### src/inc/isu_defs.svh
// constants of the interrupt, stack and status unit: addresses, bit positions,
// vectors, sizes and reset values. assumes an 8-bit data map and 12-bit pc.
`ifndef ISU_DEFS_SVH
`define ISU_DEFS_SVH

// ----------------------------------------
// data memory map
// ----------------------------------------
`define ISU_ADDR_IND_A 8'h00
`define ISU_ADDR_PTR_A 8'h01
`define ISU_ADDR_IND_B 8'h02
`define ISU_ADDR_PTR_B 8'h03
`define ISU_ADDR_STATUS 8'h0A
`define ISU_ADDR_IRQCTL 8'h0B
`define ISU_ADDR_GPR_LO 8'h60
`define ISU_GPR_COUNT 160

// ----------------------------------------
// flag register fields
// ----------------------------------------
`define ISU_FLG_C 0
`define ISU_FLG_NIB 1
`define ISU_FLG_Z 2
`define ISU_FLG_SX 3
`define ISU_FLG_PWRDN 4
`define ISU_FLG_WDEXP 5

// ----------------------------------------
// interrupt control fields
// ----------------------------------------
`define ISU_INT_GLB 0
`define ISU_INT_EXTEN 1
`define ISU_INT_T0EN 2
`define ISU_INT_T1EN 3
`define ISU_INT_EXTREQ 4
`define ISU_INT_T0REQ 5
`define ISU_INT_T1REQ 6

// ----------------------------------------
// vectors, sizes, reset values
// ----------------------------------------
`define ISU_VEC_EXT 12'h004
`define ISU_VEC_T0 12'h008
`define ISU_VEC_T1 12'h00C
`define ISU_STACK_DEPTH 6
`define ISU_PC_W 12
`define ISU_RST_BYTE 8'h00
`define ISU_RST_PC 12'h000

`endif

### src/inc/isu_pkg.sv
// types shared by the unit's modules.
// assumes nothing beyond the constants header.
package isu_pkg;
   typedef enum logic [2:0] {ALU_ADD, ALU_ADC, ALU_SUB, ALU_SBC, ALU_LOGIC, ALU_RLC,
      ALU_RRC} isu_aluop_t;
endpackage

### src/core/isu_flag_alu.sv
// arithmetic flag evaluation for the flag register.
// assumes the sequencer presents operands and a logic result on aluB for ALU_LOGIC.
`timescale 1ns/10ps
`include "isu_defs.svh"
module isu_flag_alu
(
   input wire isu_pkg::isu_aluop_t aluOp,
   input wire logic [7:0] aluA,
   input wire logic [7:0] aluB,
   input wire logic carryIn,
   output logic [3:0] flagVal,
   output logic [3:0] flagMask
);

   // returns {excess, zero, nibble carry, carry}; subtraction passes the inverted
   // subtrahend so carry means no borrow
   function automatic logic [3:0] add_flags(input logic [7:0] a, input logic [7:0] b,
      input logic cin);
      logic [4:0] lo;
      logic [7:0] low7;
      logic [8:0] sum;
      lo = {1'b0, a[3:0]} + {1'b0, b[3:0]} + {4'h0, cin};
      low7 = {1'b0, a[6:0]} + {1'b0, b[6:0]} + {7'h00, cin};
      sum = {1'b0, a} + {1'b0, b} + {8'h00, cin};
      return {low7[7] ^ sum[8], sum[7:0] == 8'h00, lo[4], sum[8]};
   endfunction

   always_comb
   begin
      flagVal = 4'h0;
      flagMask = 4'hF;
      case (aluOp)
         isu_pkg::ALU_ADD: flagVal = add_flags(aluA, aluB, 1'b0);
         isu_pkg::ALU_ADC: flagVal = add_flags(aluA, aluB, carryIn);
         isu_pkg::ALU_SUB: flagVal = add_flags(aluA, ~aluB, 1'b1);
         isu_pkg::ALU_SBC: flagVal = add_flags(aluA, ~aluB, carryIn);
         isu_pkg::ALU_LOGIC:
         begin
            flagVal[`ISU_FLG_Z] = (aluB == 8'h00);
            flagMask = 4'h4;
         end
         isu_pkg::ALU_RLC:
         begin
            flagVal[`ISU_FLG_C] = aluA[7];
            flagMask = 4'h1;
         end
         isu_pkg::ALU_RRC:
         begin
            flagVal[`ISU_FLG_C] = aluA[0];
            flagMask = 4'h1;
         end
         default: flagMask = 4'h0;
      endcase
   end
endmodule

### src/core/isu_ret_stack.sv
// circular return-address stack; a push when full overwrites the oldest entry.
// assumes push and pop never come in the same cycle.
`timescale 1ns/10ps
`include "isu_defs.svh"
module isu_ret_stack
#(
   parameter int DEPTH = `ISU_STACK_DEPTH,
   parameter int WIDTH = `ISU_PC_W
)
(
   input wire logic clk,
   input wire logic arst_n,
   input wire logic push,
   input wire logic pop,
   input wire logic [WIDTH-1:0] pushData,
   output logic [WIDTH-1:0] popData,
   output logic full
);
   localparam int PW = $clog2(DEPTH);
   localparam int LW = $clog2(DEPTH + 1);
   localparam logic [PW-1:0] LAST = PW'(DEPTH - 1);
   localparam logic [LW-1:0] TOPLVL = LW'(DEPTH);

   logic [WIDTH-1:0] entries [0:DEPTH-1];
   logic [WIDTH-1:0] next_entries [0:DEPTH-1];
   logic [PW-1:0] headPtr;
   logic [PW-1:0] next_headPtr;
   logic [LW-1:0] level;
   logic [LW-1:0] next_level;
   logic next_full;

   function automatic logic [PW-1:0] wrap_step(input logic [PW-1:0] ptr, input logic up);
      if (up)
         return (ptr == LAST) ? '0 : ptr + 1'b1;
      return (ptr == '0) ? LAST : ptr - 1'b1;
   endfunction

   assign popData = entries[wrap_step(headPtr, 1'b0)];

   always_comb
   begin
      next_entries = entries;
      next_headPtr = headPtr;
      next_level = level;
      if (push)
      begin
         next_entries[headPtr] = pushData;
         next_headPtr = wrap_step(headPtr, 1'b1);
         if (level != TOPLVL)
            next_level = level + 1'b1;
      end
      else if (pop && level != '0)
      begin
         next_headPtr = wrap_step(headPtr, 1'b0);
         next_level = level - 1'b1;
      end
      next_full = (next_level == TOPLVL);
   end

   // reset leaves the index at the top of an empty stack
   always_ff @(posedge clk or negedge arst_n)
   begin
      if (!arst_n)
      begin
         for (int i = 0; i < DEPTH; i++)
            entries[i] <= '0;
         headPtr <= '0;
         level <= '0;
         full <= 1'b0;
      end
      else
      begin
         entries <= next_entries;
         headPtr <= next_headPtr;
         level <= next_level;
         full <= next_full;
      end
   end
endmodule

### src/core/isu_core.sv
// interrupt controller, return stack, flag register and data memory window of the core.
// assumes the sequencer pulses one instruction event per cycle and samples outputs next cycle.
//
// Notes on behaviour
// - six-level stack holds pc only, pushed by call or irq, popped by returns.
// - reset puts the stack index at the top of an empty stack.
// - full stack latches requests but delays service until a return frees a level.
// - call on full stack overwrites oldest entry, keeping six newest addresses.
// - addresses 00H and 02H reach memory via pointers; self-pointing reads zero.
// - unused addresses below 60H read zero; general storage spans 60H to FFH.
// - carry flag set on add carry or subtract no-borrow; rotates update it.
// - nibble carry flag set on low nibble carry or no borrow.
// - zero flag set when an arithmetic or logic result is zero.
// - signed excess flag set when carries into and out of msb differ.
// - power-down flag cleared by reset or watchdog clear, set by sleep.
// - watchdog expiry flag cleared by reset, clear or sleep; set on timeout.
// - software writes leave power-down and watchdog expiry flags unchanged.
// - flag bits 6,7 and control bit 7 always read zero.
// - only the pc is saved on entry; flags are not saved.
// - service clears global enable; later requests only set their flags.
// - setting global and source enables inside a handler allows nesting.
// - falling edge on external pin sets bit 4; service vectors to 04H.
// - timer 0 overflow sets bit 5; service vectors to 08H.
// - timer 1 overflow sets bit 6; service vectors to 0CH.
// - control bit 0 global enable, bits 1-3 source enables, one enables.
// - each of the three sources can wake the device from sleep.
// - simultaneous requests served external first, then timer 0, then timer 1.
// - enable-restoring return sets global enable; plain return leaves it.
// - request flags stay set until serviced or cleared by software.
`timescale 1ns/10ps
`include "isu_defs.svh"
module isu_core
(
   input wire logic clk,
   input wire logic arst_n,
   input wire logic extIntPin_n,
   input wire logic timer0Ovf,
   input wire logic timer1Ovf,
   input wire logic [11:0] pcNext,
   input wire logic instrBoundary,
   input wire logic callExec,
   input wire logic retExec,
   input wire logic retiExec,
   input wire logic aluWe,
   input wire isu_pkg::isu_aluop_t aluOp,
   input wire logic [7:0] aluA,
   input wire logic [7:0] aluB,
   input wire logic sleepExec,
   input wire logic wdtClearExec,
   input wire logic wdtTimeout,
   input wire logic [7:0] memAddr,
   input wire logic memRd,
   input wire logic memWr,
   input wire logic [7:0] memWdata,
   output logic [7:0] memRdata,
   output logic memRvalid,
   output logic [11:0] retPc,
   output logic retValid,
   output logic irqTaken,
   output logic [11:0] irqVector,
   output logic wakeReq,
   output logic stackFull
);

   // ----------------------------------------
   // state
   // ----------------------------------------
   logic [7:0] ptrA;
   logic [7:0] ptrB;
   logic [5:0] flags;
   logic [6:0] irqCtl;
   logic [7:0] gpr [0:`ISU_GPR_COUNT-1];
   logic pinSync1;
   logic pinSync2;
   logic pinPrev;
   logic [7:0] next_ptrA;
   logic [7:0] next_ptrB;
   logic [5:0] next_flags;
   logic [6:0] next_irqCtl;
   logic [7:0] next_gpr [0:`ISU_GPR_COUNT-1];
   logic [7:0] next_memRdata;
   logic [11:0] next_retPc;
   logic [11:0] next_irqVector;
   logic next_wakeReq;

   // ----------------------------------------
   // combinational helpers
   // ----------------------------------------
   logic extFall;
   logic [2:0] pend;
   logic irqTake;
   logic [11:0] popData;
   logic [3:0] aluFlagVal;
   logic [3:0] aluFlagMask;
   logic [8:0] rdTarget;
   logic [8:0] wrTarget;
   logic wrStatus;
   logic wrIrqCtl;

   // resolves the window addresses; bit 8 marks an access that must do nothing
   function automatic logic [8:0] resolve(input logic [7:0] addr, input logic [7:0] pa,
      input logic [7:0] pb);
      logic [7:0] eff;
      eff = addr;
      if (addr == `ISU_ADDR_IND_A)
         eff = pa;
      else if (addr == `ISU_ADDR_IND_B)
         eff = pb;
      if ((addr == `ISU_ADDR_IND_A || addr == `ISU_ADDR_IND_B) &&
         (eff == `ISU_ADDR_IND_A || eff == `ISU_ADDR_IND_B))
         return {1'b1, eff};
      return {1'b0, eff};
   endfunction

   function automatic logic is_gpr(input logic [7:0] addr);
      return addr >= `ISU_ADDR_GPR_LO;
   endfunction

   assign extFall = pinPrev & ~pinSync2;
   assign rdTarget = resolve(memAddr, ptrA, ptrB);
   assign wrTarget = resolve(memAddr, ptrA, ptrB);
   assign wrStatus = memWr && !wrTarget[8] && wrTarget[7:0] == `ISU_ADDR_STATUS;
   assign wrIrqCtl = memWr && !wrTarget[8] && wrTarget[7:0] == `ISU_ADDR_IRQCTL;

   // a pending source needs its flag and its own enable
   assign pend = {irqCtl[`ISU_INT_T1REQ] & irqCtl[`ISU_INT_T1EN],
      irqCtl[`ISU_INT_T0REQ] & irqCtl[`ISU_INT_T0EN],
      irqCtl[`ISU_INT_EXTREQ] & irqCtl[`ISU_INT_EXTEN]};

   // service only at a boundary free of other stack traffic; full stack holds it off
   assign irqTake = instrBoundary && !callExec && !retExec && !retiExec &&
      irqCtl[`ISU_INT_GLB] && (pend != 3'b000) && !stackFull;

   // ----------------------------------------
   // submodules
   // ----------------------------------------
   isu_ret_stack #(.DEPTH(`ISU_STACK_DEPTH), .WIDTH(`ISU_PC_W)) u_stack
   (
      .clk(clk),
      .arst_n(arst_n),
      .push(callExec | irqTake),
      .pop(retExec | retiExec),
      .pushData(pcNext),
      .popData(popData),
      .full(stackFull)
   );

   isu_flag_alu u_flags
   (
      .aluOp(aluOp),
      .aluA(aluA),
      .aluB(aluB),
      .carryIn(flags[`ISU_FLG_C]),
      .flagVal(aluFlagVal),
      .flagMask(aluFlagMask)
   );

   // ----------------------------------------
   // flag register
   // ----------------------------------------
   always_comb
   begin
      next_flags = flags;
      if (aluWe)
      begin
         for (int i = 0; i < 4; i++)
            if (aluFlagMask[i])
               next_flags[i] = aluFlagVal[i];
      end
      // a direct write lands last among the arithmetic bits and never reaches bits 4,5
      if (wrStatus)
         next_flags[3:0] = memWdata[3:0];
      if (sleepExec)
      begin
         next_flags[`ISU_FLG_PWRDN] = 1'b1;
         next_flags[`ISU_FLG_WDEXP] = 1'b0;
      end
      if (wdtClearExec)
      begin
         next_flags[`ISU_FLG_PWRDN] = 1'b0;
         next_flags[`ISU_FLG_WDEXP] = 1'b0;
      end
      // a timeout in the same cycle as a clear must not be lost
      if (wdtTimeout)
         next_flags[`ISU_FLG_WDEXP] = 1'b1;
   end

   // ----------------------------------------
   // interrupt control
   // ----------------------------------------
   always_comb
   begin
      next_irqCtl = irqCtl;
      next_irqVector = irqVector;
      if (wrIrqCtl)
         next_irqCtl = memWdata[6:0];
      if (retiExec)
         next_irqCtl[`ISU_INT_GLB] = 1'b1;
      if (irqTake)
      begin
         next_irqCtl[`ISU_INT_GLB] = 1'b0;
         if (pend[0])
         begin
            next_irqCtl[`ISU_INT_EXTREQ] = 1'b0;
            next_irqVector = `ISU_VEC_EXT;
         end
         else if (pend[1])
         begin
            next_irqCtl[`ISU_INT_T0REQ] = 1'b0;
            next_irqVector = `ISU_VEC_T0;
         end
         else
         begin
            next_irqCtl[`ISU_INT_T1REQ] = 1'b0;
            next_irqVector = `ISU_VEC_T1;
         end
      end
      // new events win over any clear in the same cycle
      if (extFall)
         next_irqCtl[`ISU_INT_EXTREQ] = 1'b1;
      if (timer0Ovf)
         next_irqCtl[`ISU_INT_T0REQ] = 1'b1;
      if (timer1Ovf)
         next_irqCtl[`ISU_INT_T1REQ] = 1'b1;
      // wake does not wait for the global enable, so a disabled handler can still resume
      next_wakeReq = (next_irqCtl[6:4] & next_irqCtl[3:1]) != 3'b000;
      next_retPc = (retExec || retiExec) ? popData : retPc;
   end

   // ----------------------------------------
   // data memory window
   // ----------------------------------------
   always_comb
   begin
      next_ptrA = ptrA;
      next_ptrB = ptrB;
      next_gpr = gpr;
      next_memRdata = memRdata;
      if (memWr && !wrTarget[8])
      begin
         if (wrTarget[7:0] == `ISU_ADDR_PTR_A)
            next_ptrA = memWdata;
         else if (wrTarget[7:0] == `ISU_ADDR_PTR_B)
            next_ptrB = memWdata;
         else if (is_gpr(wrTarget[7:0]))
            next_gpr[wrTarget[7:0] - `ISU_ADDR_GPR_LO] = memWdata;
      end
      if (memRd)
      begin
         next_memRdata = `ISU_RST_BYTE;
         if (!rdTarget[8])
         begin
            if (rdTarget[7:0] == `ISU_ADDR_PTR_A)
               next_memRdata = ptrA;
            else if (rdTarget[7:0] == `ISU_ADDR_PTR_B)
               next_memRdata = ptrB;
            else if (rdTarget[7:0] == `ISU_ADDR_STATUS)
               next_memRdata = {2'b00, flags};
            else if (rdTarget[7:0] == `ISU_ADDR_IRQCTL)
               next_memRdata = {1'b0, irqCtl};
            else if (is_gpr(rdTarget[7:0]))
               next_memRdata = gpr[rdTarget[7:0] - `ISU_ADDR_GPR_LO];
         end
      end
   end

   // ----------------------------------------
   // registers
   // ----------------------------------------
   always_ff @(posedge clk or negedge arst_n)
   begin
      if (!arst_n)
      begin
         // the pin idles high, so the edge detector starts high to avoid a false event
         pinSync1 <= 1'b1;
         pinSync2 <= 1'b1;
         pinPrev <= 1'b1;
         ptrA <= `ISU_RST_BYTE;
         ptrB <= `ISU_RST_BYTE;
         flags <= 6'h00;
         irqCtl <= 7'h00;
         for (int i = 0; i < `ISU_GPR_COUNT; i++)
            gpr[i] <= `ISU_RST_BYTE;
         memRdata <= `ISU_RST_BYTE;
         memRvalid <= 1'b0;
         retPc <= `ISU_RST_PC;
         retValid <= 1'b0;
         irqTaken <= 1'b0;
         irqVector <= `ISU_RST_PC;
         wakeReq <= 1'b0;
      end
      else
      begin
         pinSync1 <= extIntPin_n;
         pinSync2 <= pinSync1;
         pinPrev <= pinSync2;
         ptrA <= next_ptrA;
         ptrB <= next_ptrB;
         flags <= next_flags;
         irqCtl <= next_irqCtl;
         gpr <= next_gpr;
         memRdata <= next_memRdata;
         memRvalid <= memRd;
         retPc <= next_retPc;
         retValid <= retExec | retiExec;
         irqTaken <= irqTake;
         irqVector <= next_irqVector;
         wakeReq <= next_wakeReq;
      end
   end
endmodule

### config.mk
export PLATFORM = sky130hd
export DESIGN_NAME = isu_core
export DESIGN_NICKNAME = d
export VERILOG_FILES = /design/src/inc/isu_pkg.sv /design/src/core/isu_flag_alu.sv /design/src/core/isu_ret_stack.sv /design/src/core/isu_core.sv
export VERILOG_INCLUDE_DIRS = /design/src /design/src/inc
export SDC_FILE = /design/constraint.sdc
export NUM_CORES = 2
export LEC_CHECK = 0
export ABC_CLOCK_PERIOD_IN_PS = 7520
export BUFFER_PORTS_ARGS = -buffer_cell sky130_fd_sc_hd__buf_2
export CAP_MARGIN = 20
export CELL_PAD_IN_SITES_DETAIL_PLACEMENT = 0
export CELL_PAD_IN_SITES_GLOBAL_PLACEMENT = 1
export CORE_ASPECT_RATIO = 1.25
export CORE_MARGIN = 5
export CORE_UTILIZATION = 40
export CTS_BUF_LIST = sky130_fd_sc_hd__clkbuf_4 sky130_fd_sc_hd__clkbuf_8
export DETAILED_ROUTE_END_ITERATION = 6
export PLACE_DENSITY_LB_ADDON = 0.1
export SLEW_MARGIN = 20
export SYNTH_ARGS = -nofsm -noshare
export SYNTH_HDL_FRONTEND = slang
export SYNTH_SLANG_ARGS = --single-unit
### constraint.sdc
create_clock -name clk -period 7.52 [get_ports clk]
set_input_delay 1.504 -clock clk [delete_from_list [all_inputs] [get_ports clk]]
set_output_delay 1.504 -clock clk [all_outputs]
set_load 0.005 [all_outputs]
## Word level (Yosys, flattened, before mapping)

Index checks and enable logic that the tools add are counted.
W data, S select, Z words.

- Add/subtract/negate cells: 20
- Magnitude comparators: 6
- Equality and inequality tests: 15
- Muxes and demuxes: 59
- Bitwise operators: 18
- Reductions and logical operators: 51

Operator list:

| kind | number |
|---|---|
| $bwmux W1280 | 1 |
| $mux W8 | 11 |
| $bwmux W72 | 1 |
| $bmux W8 S8 | 1 |
| $demux W8 S8 | 1 |
| $logic_not A8 Y1 | 7 |
| $bmux W12 S3 | 1 |
| $demux W12 S3 | 1 |
| $mux W12 | 3 |
| $mux W3 | 10 |
| $eq A8 B2 Y1 const B | 3 |
| $add A8 B8 Y9 | 2 |
| $add A9 B1 Y9 | 2 |
| $mux W9 | 2 |
| $add A7 B7 Y8 | 2 |
| $add A8 B1 Y8 | 2 |
| $eq A8 B4 Y1 const B | 2 |
| $eq A3 B3 Y1 const B | 5 |
| $mux W1 | 15 |
| $reduce_bool A3 Y1 | 5 |
| $reduce_bool A2 Y1 | 7 |
| $logic_and A1 B1 Y1 | 13 |
| $mux W4 | 3 |
| $pmux W4 S3 | 1 |
| other kinds (38) | 68 |

- Bits in registers: 1427
- Output and inout bits: 37
- Word-level logic and storage cells: 358

## Longest topological paths before layout

- Depth after elaboration: 19
- Gate-level depth with buffers: 16

## Hierarchy

A second synthesis with hierarchy kept.

- Cells, all modules: 5795
- Area, all modules: 71857.7 µm²

By module, submodules not included:

| module | times used | cells an instance | area an instance (µm²) | sequential area each (µm²) |
|---|---|---|---|---|
| isu_core | 1 | 5251 | 66252.3 | 33485.9 |
| isu_ret_stack | 1 | 319 | 4013.8 | 1976.9 |
| isu_flag_alu | 1 | 225 | 1591.5 | 0.0 |

## Least setup slack after synthesis

Ideal clock, no wire load.

- Path type: input to register
- Start: input memAddr[0]
- End: register gpr[384] (netlist name)
- Arrival time: 4671 ps
- Required time: 7395 ps
- Slack: 2724 ps
- Stages: 12
- Buffers on the path: 2
- Cells stage by stage: buf_2 > nor3_4 > nand2_1 > o32ai_2 > inv_1 > ha_1 > xnor2_1 > buf_2 > nand2_1 > nor2_1 > nand2_2 > mux2_2

- Word-level cells in the longest chain between the ends: 15
- Elaborated cells on any way between the ends: 28
- Those cells by class: add/sub: 1; order compare: 3; eq/ne: 4; mux: 8; bitwise: 3; reduce/logical: 9

RTL lines:

| item | RTL line | RTL |
|---|---|---|
| start, declared | isu_core.sv:51 | `input wire logic [7:0] memAddr,` |
| $eq A8 B2 Y1 (no line) | n/a |  |
| $mux W8 | isu_core.sv:107 | `` else if (addr == `ISU_ADDR_IND_B) `` |
| $mux W8 | isu_core.sv:105 | `` if (addr == `ISU_ADDR_IND_A) `` |
| $eq A8 B2 Y1 (no line) or $logic_not A8 Y1 (tied branches) | n/a |  |
| $logic_or A1 B1 Y1 (no line) | n/a |  |
| $logic_and A1 B1 Y1 | isu_core.sv:109 | `` if ((addr == `ISU_ADDR_IND_A \|\| addr == `ISU_ADDR_IND_B) && `` |
| $mux W1 | isu_core.sv:109 |  |
| $mux W9 * | isu_core.sv:112 | `return {1'b0, eff};` |
| $sub A8 B7 Y8 (no line) | n/a |  |
| $not A8 Y9 | isu_core.sv:246 | `` next_gpr[wrTarget[7:0] - `ISU_ADDR_GPR_LO] = memWdata; `` |
| $ge A9 B9 Y1 or $lt A9 B1 Y1 (tied branches) | isu_core.sv:246 |  |
| $logic_and A1 B1 Y1 | isu_core.sv:246 |  |
| $mux W8 | isu_core.sv:246 |  |
| $demux W8 S8 | isu_core.sv:246 |  |
| $bwmux W1280 | isu_core.sv:246 |  |
| end signal, assigned by index | isu_core.sv:283 | `` gpr[i] <= `ISU_RST_BYTE; `` |
| end signal, assigned | isu_core.sv:301 | `gpr <= next_gpr;` |
| end, declared | isu_core.sv:72 | `` logic [7:0] gpr [0:`ISU_GPR_COUNT-1]; `` |

Every way passes the cells marked *; elsewhere a longest branch is shown, timed or not. The select of a mux whose other input is x is not followed.
A chain may end at the register's enable or synchronous reset.

## Worst setup path after layout

- Start: input memAddr[0]
- End: register memRdata[7]

- Word-level cells in the longest chain between the ends: 19
- Elaborated cells on any way between the ends: 28
- Those cells by class: add/sub: 1; order compare: 1; eq/ne: 6; mux: 14; bitwise: 1; reduce/logical: 5

RTL lines:

| item | RTL line | RTL |
|---|---|---|
| $eq A8 B2 Y1 (no line) | n/a |  |
| $mux W8 | isu_core.sv:107 |  |
| $mux W8 | isu_core.sv:105 |  |
| $eq A8 B2 Y1 (no line) or $logic_not A8 Y1 (tied branches) | n/a |  |
| $logic_or A1 B1 Y1 (no line) | n/a |  |
| $logic_and A1 B1 Y1 | isu_core.sv:109 |  |
| $mux W1 | isu_core.sv:109 |  |
| $mux W9 * | isu_core.sv:112 |  |
| [... 2 more ...] | n/a |  |
| $bmux W8 S8 | isu_core.sv:262 | `` next_memRdata = gpr[rdTarget[7:0] - `ISU_ADDR_GPR_LO]; `` |
| $mux W8 (2 in a row) | isu_core.sv:262 |  |
| $mux W8 | isu_core.sv:261 | `else if (is_gpr(rdTarget[7:0]))` |
| $mux W8 | isu_core.sv:259 | `` else if (rdTarget[7:0] == `ISU_ADDR_IRQCTL) `` |
| $mux W8 | isu_core.sv:257 | `` else if (rdTarget[7:0] == `ISU_ADDR_STATUS) `` |
| $mux W8 | isu_core.sv:255 | `` else if (rdTarget[7:0] == `ISU_ADDR_PTR_B) `` |
| $mux W8 | isu_core.sv:253 | `` if (rdTarget[7:0] == `ISU_ADDR_PTR_A) `` |
| $mux W8 * | isu_core.sv:251 | `if (!rdTarget[8])` |
| end signal, assigned | isu_core.sv:284 | `` memRdata <= `ISU_RST_BYTE; `` |
| end signal, assigned | isu_core.sv:302 | `memRdata <= next_memRdata;` |
| end, declared | isu_core.sv:55 | `output logic [7:0] memRdata,` |

Marked as above.

==> results.env <==
FIRST_ITER_VIOLATIONS=3166
CTS.HTREE.LEVELS=4
PATH_CELLS='buf_2 -> nor3_4 -> nand2_1 -> o32ai_2 -> inv_1 -> ha_1 -> xnor2_2 -> and2_1 -> nand2_1 -> a2111oi_0 -> nand2_1 -> nand3_1 -> nor4_1 -> a221o_1'
POWER_DENSITY_nW_PER_UM2=240
ANTENNA_FOUND_INITIAL=6
YS_DOMINANT_REG_CELL='sky130_fd_sc_hd__dfrtp_1'
FINAL_MIN_PERIOD_NS=5.87
FINALSETUPVIOLATIONS=0
FIRST_GLOBAL_VIAS=46600
POST_CTS.RESIZED_INSTANCES=0
REMAINING_DRC_ERRORS=0
CTS-ROOT-TO-SINK-BUFFERS=3
START_KIND='input pin'
OUTCOME='finished clean'
YS_SEQ_AREA_FRAC=0.522
FIN_SETUP_TNS_NS=0
RELSLEWSLACK=0.236
CP.REQUIRED_NS=8.39
ANTENNA_LEFT=0
CLOCK_INSERTION_DELAY_WORST_SKEW_NS=1.00
FINAL_NETS=5548
DRT-VIAS-PER-INSTANCE=5.78
GRT_MAX_DEGREE=167
SYNTHDISTINCTLIBCELLS=94
PLACEABLE_CORE_REGION_UM2=169000
DPL_CELL_AREA_UM2=71000
REPORT.FINAL.SLEW_VIOL_COUNT=0
CP_TOP_FAMILY='simple AND/OR/NAND/NOR gates'
START_UTIL=0.401
CTS_INSERTED_BUFFERS=232
GRT_SETUP_UNREPAIRED='false'
SYNTHARSTFLOPSHARE=1.00
SYNTH-WARNING-COUNT=0
GPL.FINAL_WEIGHTED_CONGESTION=0.896
SETUP.WORST_PATH.END_CLASS='flop'
TIMING.HOLD.WORST.CLASS='reg2reg'
CLOCK-SINKS=1417
IO_PINS=99
DP_HPWL_UM=150000
CLK_ROOT_BUFFER_CELL='sky130_fd_sc_hd__clkbuf_8'
BUFFER_PORTS.INSERTED=88
CRITPATHBUFINV=2
REPORTED_LEAKAGE_POWER_nW=36.2
FINALCRITPERIODSHARE=0.780
MAX_STAGE_DELAY_NS=0.98
POSTCTSSETUPBUFFERS=0
WIRELENGTH_UM=233000
DETAIL_ROUTE.FIRST_PASS.ITERATIONS=7
PATH_CLASS='in2reg'
DIE_OUTLINE_AREA_UM2=178000
DIE_H_UM=471
GRT_UTIL_ALL_LAYERS=0.261
GRT_PASS1_WL_UM=342000
CLOCK_PIN_TRANSITION_ON_THE_WORST_SETUP_AND_HOLD_TIMING_PATHS_NS=0.06
ROW_COUNT=169
FIN_WORST_SKEW_NS=0.0527
WORST_PIN_SLEW_NS=1.15
GRT-OVFL-TOTAL=0
CLOCK_TREE_FROM_TRITONCTS='built'
PEAKVDDDROP_mV=0.195
VIA_COUNT=45600
CRIT_TOP_CELL='sky130_fd_sc_hd__nand2_1'
CP_DATA_ARRIVAL_TIME_NS=6.74
AREA.GROWTH.SYNTH_TO_FINAL_PCT=12.2
WL_PER_CELL_UM=29.6
CRIT_PATH_MAX_FANOUT=11
FINAL_HOLD_VIOLATION_COUNT=0
SYNTH-EDFF-COUNT=0
FIN_AREA_UM2=76200
DRV.MAX_CAP_VIOLATION_COUNT=0
FMAX_MHz=171
CRITICAL-PATH-SLOWEST-CELL='sky130_fd_sc_hd__a2111oi_0'
POST_SYNTH_INST_COUNT=5379
DIE_WIDTH_UM=379
MAPPEDNETLISTAREA_UM2=68000
SYN-MEAN-INSTANCE-AREA_UM2=12.6
DRIVE_ABOVE_1_SHARE=0.402
YS_FF_LATCH=1417
CTS_HOLD_BUFFERS=0
==> kinds of logic after synthesis <==
group	after synthesis	synth area share
adders and majority gates	28	0.00538
and+or+nand+nor	1296	0.0977
AOI/OAI and AO/OA	539	0.0529
DFF	1417	0.522
muxes	1673	0.294
buffers and inverters	405	0.0259
xor gates and xnor gates	20	0.00258
other	1	0.0000552
==> routing by layer <==
layer / part of all wire / global-route usage / wire [um]
met1: 0.44 / 0.356 / 102000
met2: 0.48 / 0.426 / 112000
met3: 0.053 / 0.0458 / 12400
met4: 0.032 / 0.0787 / 7400
met5: 0 / 0 / 0
==> layout make-up <==
type | instances | area, um2
repair buffers | 210 | 1770
multi-input cells | 3566 | 30900
diodes | 5 | 12.5
clock buffers | 385 | 4790
flip-flops and latches | 1417 | 35500
inverters | 31 | 116
clock inverters | 45 | 369
well taps | 2223 | 2780
fillers | 15600 | 93200
==> registers in the layout, summed over array words and instances (netlist names) <==
signal	count
flags	6
gpr	1280
irqCtl	7
irqTaken	1
irqVector	2
memRdata	8
memRvalid	1
pinPrev	1
pinSync1	1
pinSync2	1
ptrA	8
ptrB	8
retPc	12
retValid	1
u_stack.entries	72
u_stack.full	1
u_stack.headPtr	3
u_stack.level	3
wakeReq	1
==> power by group <==
part	switching [mW]	total (mW)	internal (mW)
Sequential	0.302	8.48	8.17
Combinational	1.43	2.44	1.01
Clock	3.26	7.37	4.11
==> per-stage QoR <==
stage                      util  std cells  power (mW)  worst slack [ns]  hold slack [ns]
after global routing      0.450       7881        19.1              1.35            0.370
final                     0.450       7882        18.3              1.65            0.361
after CTS                 0.450       7876        18.5              1.72            0.362
after floorplan               -       5388        10.1              2.72            0.345
after global placement    0.419       7445        11.0             0.596            0.350
after detailed placement  0.419       7446        11.1             0.618            0.349
==> cells in the mapped netlist (9+ instances only) <==
library cell | n | area, um2
sky130_fd_sc_hd__a311oi_1 | 20 | 175
sky130_fd_sc_hd__o311ai_0 | 9 | 78.8
sky130_fd_sc_hd__or3_1 | 11 | 68.8
sky130_fd_sc_hd__inv_1 | 29 | 109
sky130_fd_sc_hd__mux2_2 | 1299 | 14600
sky130_fd_sc_hd__nor4_1 | 35 | 219
sky130_fd_sc_hd__and3_1 | 36 | 225
sky130_fd_sc_hd__or4_1 | 10 | 75.1
sky130_fd_sc_hd__nor2_2 | 67 | 419
sky130_fd_sc_hd__a22oi_1 | 22 | 165
sky130_fd_sc_hd__nand2b_1 | 13 | 81.3
sky130_fd_sc_hd__mux2_1 | 79 | 890
sky130_fd_sc_hd__buf_1 | 27 | 101
sky130_fd_sc_hd__a32oi_1 | 12 | 105
sky130_fd_sc_hd__a21oi_1 | 182 | 911
sky130_fd_sc_hd__a31oi_1 | 33 | 206
sky130_fd_sc_hd__o211ai_1 | 12 | 90.1
sky130_fd_sc_hd__o221ai_1 | 15 | 131
sky130_fd_sc_hd__nand3b_1 | 10 | 75.1
sky130_fd_sc_hd__xnor2_1 | 17 | 149
sky130_fd_sc_hd__a2111oi_0 | 20 | 175
sky130_fd_sc_hd__nor3b_1 | 10 | 75.1
sky130_fd_sc_hd__o21ai_0 | 47 | 235
sky130_fd_sc_hd__mux4_2 | 119 | 2680
sky130_fd_sc_hd__nor2_1 | 102 | 383
sky130_fd_sc_hd__a211oi_1 | 15 | 113
sky130_fd_sc_hd__buf_4 | 23 | 173
sky130_fd_sc_hd__nor3_1 | 47 | 235
sky130_fd_sc_hd__nor2_4 | 34 | 383
sky130_fd_sc_hd__buf_2 | 96 | 480
sky130_fd_sc_hd__nand4_1 | 28 | 175
sky130_fd_sc_hd__nand2_1 | 635 | 2380
sky130_fd_sc_hd__nand3_1 | 158 | 791
sky130_fd_sc_hd__dfrtp_1 | 1414 | 35400
sky130_fd_sc_hd__clkbuf_1 | 223 | 837
sky130_fd_sc_hd__mux2i_1 | 176 | 1760
sky130_fd_sc_hd__o22ai_1 | 73 | 457
sky130_fd_sc_hd__ha_1 | 26 | 325
sky130_fd_sc_hd__nand2_4 | 49 | 552
==> placed cells by master (no fill, tap or decap), types with 95 or more instances in the layout <==
cell and count:
sky130_fd_sc_hd__nor2_1 99, sky130_fd_sc_hd__nand3_1 157, sky130_fd_sc_hd__mux2_2 1299, sky130_fd_sc_hd__clkbuf_8 303
sky130_fd_sc_hd__mux2i_1 176, sky130_fd_sc_hd__dfrtp_1 1414, sky130_fd_sc_hd__a21oi_1 182, sky130_fd_sc_hd__buf_4 95
sky130_fd_sc_hd__nand2_1 634, sky130_fd_sc_hd__mux4_2 119
==> path summary, 6_finish.rpt <==
path                       cells past startpoint  slack (ns)       start           to
setup / recovery                              14        1.65  memAddr[0]  memRdata[7]
hold / removal                                 0        0.36    pinSync1     pinSync2
setup reg to reg                              12        2.23     ptrA[5]  memRdata[7]
hold reg to reg                                0        0.36    pinSync1     pinSync2
max in group asynchronous                      3        5.30      arst_n     gpr[451]
min in group asynchronous                      1        0.51      arst_n     gpr[515]
Note: power is estimated with default switching activity, not from simulation.
